<file path="config.mk">
export PLATFORM = sky130hd
export DESIGN_NAME = servo_mode_ctl
export DESIGN_NICKNAME = d
export VERILOG_FILES = /design/src/verilog/servo_mode_pkg.sv /design/src/verilog/servo_mode_ctl.sv /design/src/verilog/contact_filter.sv
export VERILOG_INCLUDE_DIRS = /design/src /design/src/verilog
export SDC_FILE = /design/constraint.sdc
export NUM_CORES = 1
export LEC_CHECK = 0
export BUFFER_PORTS_ARGS = -buffer_cell sky130_fd_sc_hd__buf_4
export CORE_UTILIZATION = 57
export CTS_BUF_LIST = sky130_fd_sc_hd__clkbuf_8
export CTS_CLUSTER_DIAMETER = 200
export DETAILED_ROUTE_END_ITERATION = 7
export PLACE_DENSITY = 0.9
export SLEW_MARGIN = 10
export SYNTH_ARGS = -nofsm -noshare
export SYNTH_HDL_FRONTEND = slang
export SYNTH_SLANG_ARGS = --single-unit
</file>
<file path="constraint.sdc">
create_clock -name clk -period 2.05 [get_ports clk]
set_clock_uncertainty 0.05 [all_clocks]
set_input_delay 0 -clock clk [delete_from_list [all_inputs] [get_ports clk]]
set_output_delay 0 -clock clk [all_outputs]
set_load 0.01 [all_outputs]
</file>
<file path="src/verilog/servo_mode_defines.svh">
// Constants of the mode select and start logic: timing, option bits, codes.
// Assumes a 125 MHz core clock; included by bare name.
`ifndef SERVO_MODE_DEFINES_SVH
`define SERVO_MODE_DEFINES_SVH

// ----------------------------------------------------------------------
// Timing
// ----------------------------------------------------------------------
`define CLK_PERIOD_NS   8
`define CONTACT_MIN_NS  8000000
`define CONTACT_MIN_CYC ((`CONTACT_MIN_NS + `CLK_PERIOD_NS - 1) / `CLK_PERIOD_NS)
`define BOOT_HOLD_MS    2000
`define BOOT_HOLD_CYC   (`BOOT_HOLD_MS * (1000000 / `CLK_PERIOD_NS))

// ----------------------------------------------------------------------
// Option word bits and reset value
// ----------------------------------------------------------------------
`define OPT_GO_POL_B    11
`define OPT_GO_POL_C    12
`define OPT_STOP_DIS    13
`define OPT_RESET       16'h0000

// ----------------------------------------------------------------------
// Fault code pin levels, bit 3 down to bit 0
// ----------------------------------------------------------------------
`define CODE_NORMAL     4'hF
`define CODE_MODE       4'h5
`define CODE_POS        4'h4
`define CODE_SPEED      4'h3

`endif

</file>
<file path="src/verilog/servo_mode_pkg.sv">
// Types shared by the mode select and start logic.
// Assumes the defines header is compiled alongside.
package servo_mode_pkg;

	// ----------------------------------------------------------------------
	// Modes and boot phases
	// ----------------------------------------------------------------------
	typedef enum logic [2:0] {MODE_AUTO, MODE_MANUAL, MODE_PULSE, MODE_HOME, MODE_ILLEGAL} mode_type;
	typedef enum logic {BOOT_HOLD, BOOT_RUN} boot_type;

	// ----------------------------------------------------------------------
	// Filtered contact levels, pin polarity kept
	// ----------------------------------------------------------------------
	typedef struct packed {
		logic homeN;
		logic handN;
		logic trainN;
		logic goPin;
		logic jogCcwN;
		logic jogCwN;
		logic stopN;
		logic rebootN;
		logic clearN;
	} contact_type;

	// ----------------------------------------------------------------------
	// Control state; all zero is the reset state
	// ----------------------------------------------------------------------
	typedef struct packed {
		boot_type    boot;
		logic [31:0] bootCnt;
		logic [15:0] opt;
		mode_type    mode;
		contact_type prev;
		logic        modeErr;
		logic        posErr;
		logic        spdErr;
		logic        alarm;
		logic [3:0]  alarmCode;
		logic        alarmOn;
		logic        autoLamp;
		logic        handLamp;
		logic [3:0]  codeInv;
		logic        startAuto;
		logic        startHome;
		logic        decel;
		logic        discard;
		logic        jogCw;
		logic        jogCcw;
		logic        pulseEn;
		logic        motionEn;
	} ctl_state_type;

endpackage

</file>
<file path="src/verilog/servo_mode_ctl.sv">
// Mode select, start qualification, reboot and alarm contact logic.
// Assumes servo on, motion and command validity come from the drive core,
// and that the core honours the start, jog, decel and discard strobes.
//
// Operation
// (RULE1) All selects high: automatic mode, positioning starts on accepted go.
// (RULE2) Only hand select low: manual mode, constant speed jog on cw/ccw.
// (RULE3) Only train select low: pulse mode, follow pulse-train commands.
// (RULE4) Only home select low: home-return mode, start homing on accepted go.
// (RULE5) Two or more selects low: mode error, fault output, motion inhibited.
// (RULE6) Mode change while moving: decelerate to stop at the set rate.
// (RULE7) Interrupted move: discard remaining command data, no resume.
// (RULE8) Host waits 50 ms after a mode change before go or jog.
// (RULE9) Auto lamp low only with servo on and automatic mode.
// (RULE10) Hand lamp low only with servo on and manual mode.
// (RULE11) Option bits B and C select the go input polarity, four ways.
// (RULE12) Host holds go active at least 8 ms.
// (RULE13) Go starts motion only with servo on, right mode, stop ok, valid commands.
// (RULE14) Go with invalid position or speed raises the command fault instead.
// (RULE15) Go ignored with servo off, motor moving or wrong mode.
// (RULE16) Reboot input or serial reboot restarts as a power cycle, reloading options.
// (RULE17) After reboot alarm output off about 2 s, then on and run.
// (RULE18) Fault clear input or serial clear clears a pending alarm; so does reboot.
// (RULE19) Host holds reboot or fault clear low at least 8 ms.
// (RULE20) Alarm output low in normal running, high once an alarm is seen.
// (RULE21) Outside circuit should drop main power when alarm output goes off.
// (RULE22) Four fault code pins tell the kind of alarm or error.
// (RULE23) Mode error clears on servo off or a legal select combination.
// (RULE24) Contacts are synchronised and filtered to the minimum width.
// (RULE25) Mode decode and lamps follow the inputs continuously.

`include "servo_mode_defines.svh"

module servo_mode_ctl
	import servo_mode_pkg::*;
#(
	parameter int CONTACT_CYCLES = `CONTACT_MIN_CYC,
	parameter int BOOT_CYCLES    = `BOOT_HOLD_CYC
) (
	input  wire logic        clk,
	input  wire logic        srst,
	input  wire logic        homeReturnModeSelN,
	input  wire logic        handJogModeSelN,
	input  wire logic        trainFollowModeSelN,
	input  wire logic        motionGoIn,
	input  wire logic        jogCcwInN,
	input  wire logic        jogCwInN,
	input  wire logic        stopInN,
	input  wire logic        driveRebootInN,
	input  wire logic        faultClearInN,
	input  wire logic        serialRebootCmd,
	input  wire logic        serialFaultClearCmd,
	input  wire logic [15:0] optionSwitchWord,
	input  wire logic        servoOnIn,
	input  wire logic        motorMoving,
	input  wire logic        posCmdValid,
	input  wire logic        speedCmdValid,
	input  wire logic        alarmDetect,
	input  wire logic [3:0]  alarmType,
	output      logic        autoModeLampN,
	output      logic        handModeLampN,
	output      logic        commandFaultOutN,
	output      logic        alarmOutN,
	output      logic        faultCodeBit0N,
	output      logic        faultCodeBit1N,
	output      logic        faultCodeBit2N,
	output      logic        faultCodeBit3N,
	output      logic        startAutoMove,
	output      logic        startHomeReturn,
	output      logic        decelStop,
	output      logic        discardCmd,
	output      logic        jogCwRun,
	output      logic        jogCcwRun,
	output      logic        pulseFollowEn,
	output      logic        motionInhibit,
	output      logic        driveRestart,
	output      mode_type    selectedMode
);

	ctl_state_type st_r;
	ctl_state_type st_nxt;
	contact_type   c;
	mode_type      modeNow;
	logic          running;
	logic          servoAct;
	logic          rebootEv;
	logic          clearEv;
	logic          goEv;
	logic          stopOk;

	// ----------------------------------------------------------------------
	// Elaboration check
	// ----------------------------------------------------------------------
	if (BOOT_CYCLES < 2)
	begin : g_bad
		$error("servo_mode_ctl: BOOT_CYCLES must be at least 2");
	end

	// ----------------------------------------------------------------------
	// Contact inputs
	// ----------------------------------------------------------------------
	// One filter instance for all contacts keeps their delays equal, so
	// a mode change and a go pressed together are seen in the same order.
	contact_filter #(
		.WIDTH       ($bits(contact_type)),
		.MIN_CYCLES  (CONTACT_CYCLES),
		.RESET_LEVEL ('1)
	) u_filter (
		.clk       (clk),
		.srst      (srst),
		.rawIn     ({homeReturnModeSelN, handJogModeSelN, trainFollowModeSelN, motionGoIn,
		             jogCcwInN, jogCwInN, stopInN, driveRebootInN, faultClearInN}),
		.stableOut (c)
	);

	// ----------------------------------------------------------------------
	// Decode and events
	// ----------------------------------------------------------------------
	// Decode runs every cycle regardless of go. [RULE25]
	always_comb
	begin
		unique case ({c.homeN, c.handN, c.trainN})
			3'b111:  modeNow = MODE_AUTO;   // [RULE1]
			3'b101:  modeNow = MODE_MANUAL; // [RULE2]
			3'b110:  modeNow = MODE_PULSE;  // [RULE3]
			3'b011:  modeNow = MODE_HOME;   // [RULE4]
			default: modeNow = MODE_ILLEGAL;
		endcase
	end

	// Servo is only on once the boot hold is over and no alarm stands.
	assign running  = (st_r.boot == BOOT_RUN);
	assign servoAct = running && servoOnIn && !st_r.alarm;
	assign rebootEv = running && ((st_r.prev.rebootN && !c.rebootN) || serialRebootCmd);
	assign clearEv  = (st_r.prev.clearN && !c.clearN) || serialFaultClearCmd;
	assign stopOk   = !c.stopN || st_r.opt[`OPT_STOP_DIS];

	// Go trigger: 00 closing edge, 01 opening edge, 10 either edge,
	// 11 high level. Options are zeroed by reset or reboot and loaded at boot end. [RULE11]
	always_comb
	begin
		unique case ({st_r.opt[`OPT_GO_POL_C], st_r.opt[`OPT_GO_POL_B]})
			2'b00: goEv = st_r.prev.goPin && !c.goPin;
			2'b01: goEv = !st_r.prev.goPin && c.goPin;
			2'b10: goEv = st_r.prev.goPin != c.goPin;
			2'b11: goEv = c.goPin;
		endcase
	end

	// ----------------------------------------------------------------------
	// Next state
	// ----------------------------------------------------------------------
	always_comb
	begin
		st_nxt           = st_r;
		st_nxt.prev      = c;
		st_nxt.startAuto = 1'b0;
		st_nxt.startHome = 1'b0;
		st_nxt.decel     = 1'b0;
		st_nxt.discard   = 1'b0;
		if (!running)
		begin
			// Hold everything quiet for the boot time, then load options.
			st_nxt.bootCnt = st_r.bootCnt + 32'h1;
			if (st_r.bootCnt >= 32'(BOOT_CYCLES - 1))
			begin
				st_nxt.boot    = BOOT_RUN; // [RULE17]
				st_nxt.bootCnt = 32'h0;
				st_nxt.opt     = optionSwitchWord; // [RULE16]
			end
			st_nxt.mode    = modeNow;
			st_nxt.alarmOn = 1'b0; // [RULE17]
		end
		else
		begin
			st_nxt.mode = modeNow;
			// A select change under motion stops and flushes the move.
			if (modeNow != st_r.mode && motorMoving)
			begin
				st_nxt.decel   = 1'b1; // [RULE6]
				st_nxt.discard = 1'b1; // [RULE7]
			end
			// Mode error only while servo on; it drops on its own. [RULE23]
			st_nxt.modeErr = servoAct && modeNow == MODE_ILLEGAL; // [RULE5]
			// Leaving the go modes clears a pending command error.
			if (modeNow != MODE_AUTO && modeNow != MODE_HOME)
			begin
				st_nxt.posErr = 1'b0;
				st_nxt.spdErr = 1'b0;
			end
			// Start qualification; anything short of it ignores go. [RULE15]
			if (goEv && servoAct && !motorMoving && stopOk
			    && (modeNow == MODE_AUTO || modeNow == MODE_HOME))
			begin
				if (posCmdValid && speedCmdValid)
				begin
					st_nxt.startAuto = modeNow == MODE_AUTO; // [RULE13] [RULE1]
					st_nxt.startHome = modeNow == MODE_HOME; // [RULE13] [RULE4]
					st_nxt.posErr    = 1'b0;
					st_nxt.spdErr    = 1'b0;
				end
				else
				begin
					st_nxt.posErr = !posCmdValid;   // [RULE14]
					st_nxt.spdErr = !speedCmdValid; // [RULE14]
				end
			end
			// Jog runs only with one direction held and a valid speed.
			st_nxt.jogCw  = servoAct && modeNow == MODE_MANUAL && !c.jogCwN
			                && c.jogCcwN && speedCmdValid; // [RULE2]
			st_nxt.jogCcw = servoAct && modeNow == MODE_MANUAL && !c.jogCcwN
			                && c.jogCwN && speedCmdValid; // [RULE2]
			st_nxt.pulseEn  = servoAct && modeNow == MODE_PULSE; // [RULE3]
			st_nxt.motionEn = servoAct && modeNow != MODE_ILLEGAL; // [RULE5]
			st_nxt.autoLamp = servoAct && modeNow == MODE_AUTO; // [RULE9]
			st_nxt.handLamp = servoAct && modeNow == MODE_MANUAL; // [RULE10]
			// Clear first, detect second, so a clear in the same cycle never hides a new alarm.
			if (clearEv)
				st_nxt.alarm = 1'b0; // [RULE18]
			if (alarmDetect)
			begin
				st_nxt.alarm     = 1'b1; // [RULE20]
				st_nxt.alarmCode = alarmType;
			end
			st_nxt.alarmOn = !st_nxt.alarm; // [RULE20]
		end
		// Fault code pins, alarm first, then mode, position, speed. [RULE22]
		if (st_nxt.alarm)
			st_nxt.codeInv = ~st_nxt.alarmCode;
		else if (st_nxt.modeErr)
			st_nxt.codeInv = ~`CODE_MODE;
		else if (st_nxt.posErr)
			st_nxt.codeInv = ~`CODE_POS;
		else if (st_nxt.spdErr)
			st_nxt.codeInv = ~`CODE_SPEED;
		else
			st_nxt.codeInv = ~`CODE_NORMAL;
		// Reboot behaves as a power cycle: back to the all-zero state. [RULE16]
		if (rebootEv)
		begin
			st_nxt      = '0; // [RULE18]
			st_nxt.prev = c;
		end
	end

	// All-zero reset is the boot hold, outputs inactive except motionInhibit and driveRestart.
	always_ff @(posedge clk)
	begin
		if (srst)
			st_r <= '0;
		else
			st_r <= st_nxt;
	end

	// ----------------------------------------------------------------------
	// Outputs
	// ----------------------------------------------------------------------
	// Pins are active low; flags are stored active high so reset is zero.
	assign autoModeLampN    = !st_r.autoLamp;
	assign handModeLampN    = !st_r.handLamp;
	assign commandFaultOutN = !(st_r.modeErr || st_r.posErr || st_r.spdErr);
	assign alarmOutN        = !st_r.alarmOn;
	assign faultCodeBit0N   = !st_r.codeInv[0];
	assign faultCodeBit1N   = !st_r.codeInv[1];
	assign faultCodeBit2N   = !st_r.codeInv[2];
	assign faultCodeBit3N   = !st_r.codeInv[3];
	assign startAutoMove    = st_r.startAuto;
	assign startHomeReturn  = st_r.startHome;
	assign decelStop        = st_r.decel;
	assign discardCmd       = st_r.discard;
	assign jogCwRun         = st_r.jogCw;
	assign jogCcwRun        = st_r.jogCcw;
	assign pulseFollowEn    = st_r.pulseEn;
	assign motionInhibit    = !st_r.motionEn;
	assign driveRestart     = !running;
	assign selectedMode     = st_r.mode;
endmodule // servo_mode_ctl

</file>
<file path="src/verilog/contact_filter.sv">
// Synchroniser and minimum-width filter for a group of contact inputs.
// Assumes inputs may change at any time; output moves only after a
// level has been steady for MIN_CYCLES clocks.
`include "servo_mode_defines.svh"

module contact_filter #(
	parameter int                 WIDTH       = 9,
	parameter int                 MIN_CYCLES  = `CONTACT_MIN_CYC,
	parameter logic [WIDTH-1:0]   RESET_LEVEL = '1
) (
	input  wire logic             clk,
	input  wire logic             srst,
	input  wire logic [WIDTH-1:0] rawIn,
	output      logic [WIDTH-1:0] stableOut
);

	localparam int CW = $clog2(MIN_CYCLES);

	typedef struct packed {
		logic [WIDTH-1:0]         s1;
		logic [WIDTH-1:0]         s2;
		logic [WIDTH-1:0]         level;
		logic [WIDTH-1:0][CW-1:0] cnt;
	} filt_state_type;

	filt_state_type st_r;
	filt_state_type st_nxt;

	// ----------------------------------------------------------------------
	// Elaboration check
	// ----------------------------------------------------------------------
	if (MIN_CYCLES < 2 || WIDTH < 1)
	begin : g_bad
		$error("contact_filter: MIN_CYCLES must be at least 2");
	end

	// ----------------------------------------------------------------------
	// Filter
	// ----------------------------------------------------------------------
	// Only the second stage looks at the first, so metastability stays
	// inside the synchroniser. A glitch shorter than the window is lost.
	always_comb
	begin
		st_nxt    = st_r;
		st_nxt.s1 = rawIn;
		st_nxt.s2 = st_r.s1;
		for (int i = 0; i < WIDTH; i++)
		begin
			if (st_r.s2[i] == st_r.level[i])
				st_nxt.cnt[i] = '0;
			else if (st_r.cnt[i] == CW'(MIN_CYCLES - 1))
			begin
				st_nxt.level[i] = st_r.s2[i]; // [RULE24] [RULE12] [RULE19]
				st_nxt.cnt[i]   = '0;
			end
			else
				st_nxt.cnt[i] = st_r.cnt[i] + CW'(1);
		end
	end

	always_ff @(posedge clk)
	begin
		if (srst)
			st_r <= '{s1: RESET_LEVEL, s2: RESET_LEVEL, level: RESET_LEVEL, cnt: '0};
		else
			st_r <= st_nxt;
	end

	assign stableOut = st_r.level;

endmodule // contact_filter

</file>
[Word-level counts from Yosys, hierarchy flattened]
Cells that the tools add are included.
Operators by class
  add/subtract/negate cells: 10
  $lt $le $gt $ge: 1
  equality and inequality tests: 33
  muxes and demuxes: 16
  bitwise logic cells: 13
  reductions and logical operators: 78
Operators with widths (count)
  $add 20x1->20 const B: 9
  $eq 20x20->1 const B: 9
  $mux 49: 2
  $add 32x1->32 const B: 1
  $ge 32x28->1 const B: 1
  $reduce_or 3->1: 10
  $logic_and 1x1->1: 25
  $logic_not 1->1: 22
  $reduce_and 2->1: 10
  $mux 4: 4
  $eq 3x3->1 const B: 4
  $not 1->1: 12
  $pmux 3 s4: 1
  $mux 5: 2
  $eq 1x1->1: 9
  $eq 3x2->1 const B: 3
  $mux 2: 4
  $mux 8: 1
  $logic_or 1x1->1: 6
  $reduce_or 5->1: 1
  $eq 2x2->1 const B: 2
  $not 4->4: 1
  $pmux 1 s4: 1
  $eq 3x1->1 const B: 1
  other kinds (10): 10
Word-level totals
  register bits: 285
  bits of input ports: 38
  output and inout port bits: 20
  logic and storage cells: 195

[Depth between registers and ports, before layout]
  word-level depth: 13
  mapped depth: 8
  depth with buffers taken out: 7

[Cells and area by module]
Synthesis repeated with hierarchy kept, for this count alone.
Unflattened totals
  cells, all modules: 1389
  area total of the unflattened synthesis: 12436.9 sq um
By module, submodules not included
  contact_filter: times used 1, cells each 1038, area an instance 9183.8 sq um, sequential area each 4144.0 sq um
  servo_mode_ctl: times used 1, cells each 351, area an instance 3253.1 sq um, sequential area each 1281.2 sq um

[Worst setup path after synthesis]
Ideal clock, no wire load.
  kind: flip-flop to flip-flop
  from: register u_filter.st_r, in the netlist u_filter.stableOut[5]
  to: register st_r[10] (netlist bit)
  setup time: 0.117 ns
  arrival time: 1.838 ns
  required time: 1.883 ns
  setup slack: 0.044 ns
  cell stages (with the launch flop): 8
  path buffers: 0
  clock period less this slack: 2.006 ns
  path through: dfxtp_1 > inv_1 > ha_1 > inv_1 > mux4_2 > and2_1 > o211a_1 > a32o_1
Between the ends
  longest elaborated chain between the ends: 13
  elaborated cells between the ends (all ways): 15
  classes of those cells: eq/ne: 1; mux: 7; reduce/logical: 7
RTL lines
  from (decl): RTL line contact_filter.sv:26  | filt_state_type st_r;
  from (signal assigned): RTL line contact_filter.sv:64  | st_r <= '{s1: RESET_LEVEL, s2: RESET_LEVEL, level: RESET_LEVEL, cnt: '0};
  from (signal assigned): RTL line contact_filter.sv:66  | st_r <= st_nxt;
  $logic_not 1->1: RTL line servo_mode_ctl.sv:143  | 2'b00: goEv = st_r.prev.goPin && !c.goPin;
  $logic_and 1x1->1: RTL line servo_mode_ctl.sv:143
  $pmux 1 s4 *: RTL line servo_mode_ctl.sv:142  | unique case ({st_r.opt[`OPT_GO_POL_C], st_r.opt[`OPT_GO_POL_B]})
  $logic_and 1x1->1 * (3 in series): RTL line servo_mode_ctl.sv:192  | if (goEv && servoAct && !motorMoving && stopOk
  $logic_and 1x1->1 *: RTL line servo_mode_ctl.sv:193  | && (modeNow == MODE_AUTO || modeNow == MODE_HOME))
  $mux 2 *: RTL line servo_mode_ctl.sv:192
  $mux 8 *: RTL line servo_mode_ctl.sv:161  | if (!running)
  $mux 4: RTL line servo_mode_ctl.sv:234  | else if (st_nxt.spdErr)
  $mux 4 *: RTL line servo_mode_ctl.sv:232  | else if (st_nxt.posErr)
  $mux 4 *: RTL line servo_mode_ctl.sv:230  | else if (st_nxt.modeErr)
  $mux 4 *: RTL line servo_mode_ctl.sv:228  | if (st_nxt.alarm)
  to (signal assigned): RTL line servo_mode_ctl.sv:252  | st_r <= st_nxt;
  to (decl): RTL line servo_mode_ctl.sv:80  | ctl_state_type st_r;
Every way passes the cells marked *; elsewhere a longest branch is shown, timed or not.
A chain may end at the register's enable or synchronous reset.

[Worst setup path after layout]
Same ends and word-level chain as after synthesis.

==> summary.txt <==
Status
  • Status: finished, final reports clean

GRT
  • Vias in the first global route: 9375
  • GRT overflow: 0
  • Gr usage total: 24.0%
  • Initial antenna violation count: 0
  • First-pass GRT wire length: 42.7 mm
  • Largest net degree at the start of global routing: 34

Yosys
  • Syn_nets: 1374
  • Post-synth EDFFs: 0
  • Share of the synthesized area in the top cell type: 46.3%
  • Compound-cell area share of the yosys netlist: 2.86%
  • Yosys warnings: 0
  • Largest family of logic cells by synthesized area: simple AND/OR/NAND/NOR gates
  • Synth Area in XOR/XNOR: 15.1%
  • Gate Count Post-Synth: 1324
  • Synth unique cells: 65
  • Sequential-to-total area share from yosys stat: 46.3%
  • Simple-Gate Fraction of Synth Area: 29.6%
  • Proportion of synthesized area in mux cells: 1.23%
  • Synth Flop Type: dfxtp_1
  • Syn avg cell area: 8.84 um2
  • Cell accounting for the most synthesized area: dfxtp_1
  • Ys async rst share: 0%
  • Synthesized cell area: 11700 um2
  • Adder-cell share of the synthesized area: 1.37%
  • Area contributors post-synth: dfxtp_1 46%, xnor2_1 8.9%, nor2_1 8.8%
  • Flops & latches, synth: 271

Critical path
  • Crit path cell chain: inv_2 > ha_1 > inv_1 > mux4_2 > and2_4 > o211a_4 > a32o_1
  • WS Path Type: register to register
  • CP max-delay cell: mux4_2
  • Worst setup startpoint: u_filter.stableOut[5]$_SDFFE_PP1P_
  • CP Max Fanout: 4
  • Setup crit end kind: register
  • Critical Path Max Stage Delay: 500 ps
  • Crit start category: register
  • Worst reg2reg path startpoint: u_filter.stableOut[5]$_SDFFE_PP1P_
  • Worst setup path endpoint: st_r[10]$_SDFF_PP0_
  • R2R depth: 7
  • FF-to-FF setup slack: 20 ps
  • R2R Path End: st_r[10]$_SDFF_PP0_
  • CP Data Required Time: 2450 ps
  • Critical Path AT: 2420 ps

Min path
  • Worst Hold Class: input pin to register

Timing
  • Final setup violation count: 0
  • Slew Viols, Final: 0
  • Worst-margin pin slew: 570 ps
  • Shortest period the worst path allows: 2030 ps
  • Fin. Hold Viols: 0
  • Slew margin rel.: 62.0%
  • Fin crit share: 98.8%
  • WHS: 172 ps
  • Fmax: 0.494 GHz
  • Final WS setup: 24.4 ps

Floorplan
  • Core Rows: 52
  • Starting Density: 58.1%
  • Die Y: 145 um
  • I/O pin cnt: 58
  • Width of the die: 145 um
  • CORE AREA: 20200 um2
  • Die area: 21100 um2

Detailed routing
  • Final wirelength: 25.6 mm
  • Drt first pass iters: 5
  • Via-to-Cell Ratio: 5.47
  • Antenna Violating Nets Remaining: 0
  • DRC Markers: 0
  • Drt wl/cell: 14.7 um
  • Vias post-DR: 9558
  • Initial DRC Count: 718

Place
  • GPL Wtd Cong: 0.859
  • Placed Area: 12500 um2
  • PortBufs: 44
  • Post-DP HPWL: 16.1 mm
  • Worst Setup Slack post-DPL: 23.6 ps

Clocking
  • Clock tree root buffer cell: clkbuf_8
  • Max clock buf depth: 3
  • Clk pin slew, worst setup/hold paths: 60 ps
  • Sink Count: 271
  • CTS buffer count: 44
  • CTS tree: done
  • Htree depth: 2
  • Clock insertion delay at the later pin of the skew report: 560 ps

Run
  • Max Cap Viol: 0

Power and ir drop
  • Pwr dens: 750 nW/um2
  • LEAKAGE: 4.89 nW
  • Final Power: 10.4 mW
  • Maximum VDD drop: 0.000558 V

Layout
  • Layout cell share with drive strength beyond 1: 13.9%
  • Final instance area: 13900 um2
  • Post-layout net count: 1495
  • Final core utilization: 68.7%
  • Fillers: 1409
  • Syn-to-layout area delta: 18.3%
  • Antenna diodes: 0
[cell usage after synthesis (all sizes together), types with 4 or more instances]
master and number:
dfxtp 271, or3 11, xor2 83, o31ai 4
clkbuf 19, ha 12, nand2 90, o21ai 6
nor4 27, nand3b 4, nand2b 4, nor2 277
and3 45, nor3 33, or2 20, and4 21
mux2i 11, and2 7, inv 42, xnor2 119
nand4b 5, a32oi 4, nand4 44, buf 27
a21oi 7, o211ai 6, or4 7, nor4b 7
nor2b 4, nand3 75
[routing by layer]
layer / GRT usage [%] / part of all wire [%] / up-vias
li1: - / - / 4722
met1: 29.6 / 43 / 4536
met2: 41.7 / 49 / 243
met3: 3.99 / 4.9 / 57
met4: 10.0 / 2.9 / 0
met5: 0 / 0 / -
[kinds of logic (layout without fill, tap and decap cells)]
logic type	Yosys count	count (layout)
AND/OR/NAND/NOR	691	691
flip-flops	271	271
XOR/XNOR	202	202
buffers and inverters	89	242
AO/OA/AOI/OAI	45	45
adder cells (fa/ha/maj)	13	13
multiplexers	13	13
[repair_timing]
item,4_1_cts,5_1_grt
setup endpoints to repair,0,76
hold buffers,34,0
hold endpoints to repair,45,0
gates resized for setup,0,14
buffers inserted,0,1
[placed cells by master (no fill, tap or decap), drive strengths merged, types with 9 or more instances in the layout]
cell / count
clkinv: 9
and4: 21
nand2: 90
nand3: 75
dfxtp: 271
mux2i: 11
ha: 12
nor3: 33
and3: 45
buf: 87
or2: 20
inv: 54
clkbuf: 55
nand4: 44
xor2: 83
dlygate4sd3: 34
xnor2: 119
or3: 11
nor2: 277
nor4: 27
[worst max-delay path: cells and delay by family, from the launching register on]
family	cells	cell delay, ps
mux	1	500
compound gates	2	480
flops	1	330
fa+ha+maj	1	280
simple gates	1	200
buf+inv	2	90
[metrics by stage]
step | std cells | TNS [ps]
floorplan | 1324 | 0
global placement | 1634 | 0
detailed placement | 1634 | 0
CTS | 1746 | 0
global route | 1747 | -698
finish | 1747 | 0
[flip-flops by register name (all words and copies together), names as in the netlist]
| name | count |
|---|---|
| selectedMode | 3 |
| u_filter.st_r | 189 |
| u_filter.stableOut | 9 |
| startAutoMove | 1 |
| decelStop | 1 |
| pulseFollowEn | 1 |
| u_filter.st_nxt | 9 |
| startHomeReturn | 1 |
| jogCwRun | 1 |
| running | 1 |
| jogCcwRun | 1 |
| st_r | 54 |
[cell type report]
| type | instances | area [um2] | share of cell area (%) |
|---|---|---|---|
| tap | 270 | 338 | 2.44 |
| sequential | 271 | 5430 | 39.2 |
| clock buffer | 55 | 757 | 5.46 |
| clock inverter | 23 | 163 | 1.17 |
| inverter | 43 | 161 | 1.17 |
| timing repair buffer | 121 | 1070 | 7.74 |
| multi-input combinational | 964 | 5930 | 42.8 |
[worst min path at each step]
stage	start	endpoint	slack (ps)	cells after the start
2_1_floorplan	alarmDetect	st_r[14]$_SDFF_PP0_	20	1
4_1_cts	alarmDetect	st_r[14]$_SDFF_PP0_	130	3
5_1_grt	alarmDetect	st_r[14]$_SDFF_PP0_	150	3
3_3_place_gp	driveRebootInN	u_filter.st_nxt[190]$_SDFF_PP1_	140	2
3_5_place_dp	faultClearInN	u_filter.st_nxt[189]$_SDFF_PP1_	140	2
6_report	alarmDetect	st_r[14]$_SDFF_PP0_	170	3
[report_power, final]
part           internal [mW]  switching, mW
Clock                   2.69           2.14
Combinational          0.128          0.117
Sequential              5.30         0.0224
Total                   8.11           2.28
(Power assumes the default switching activity.)
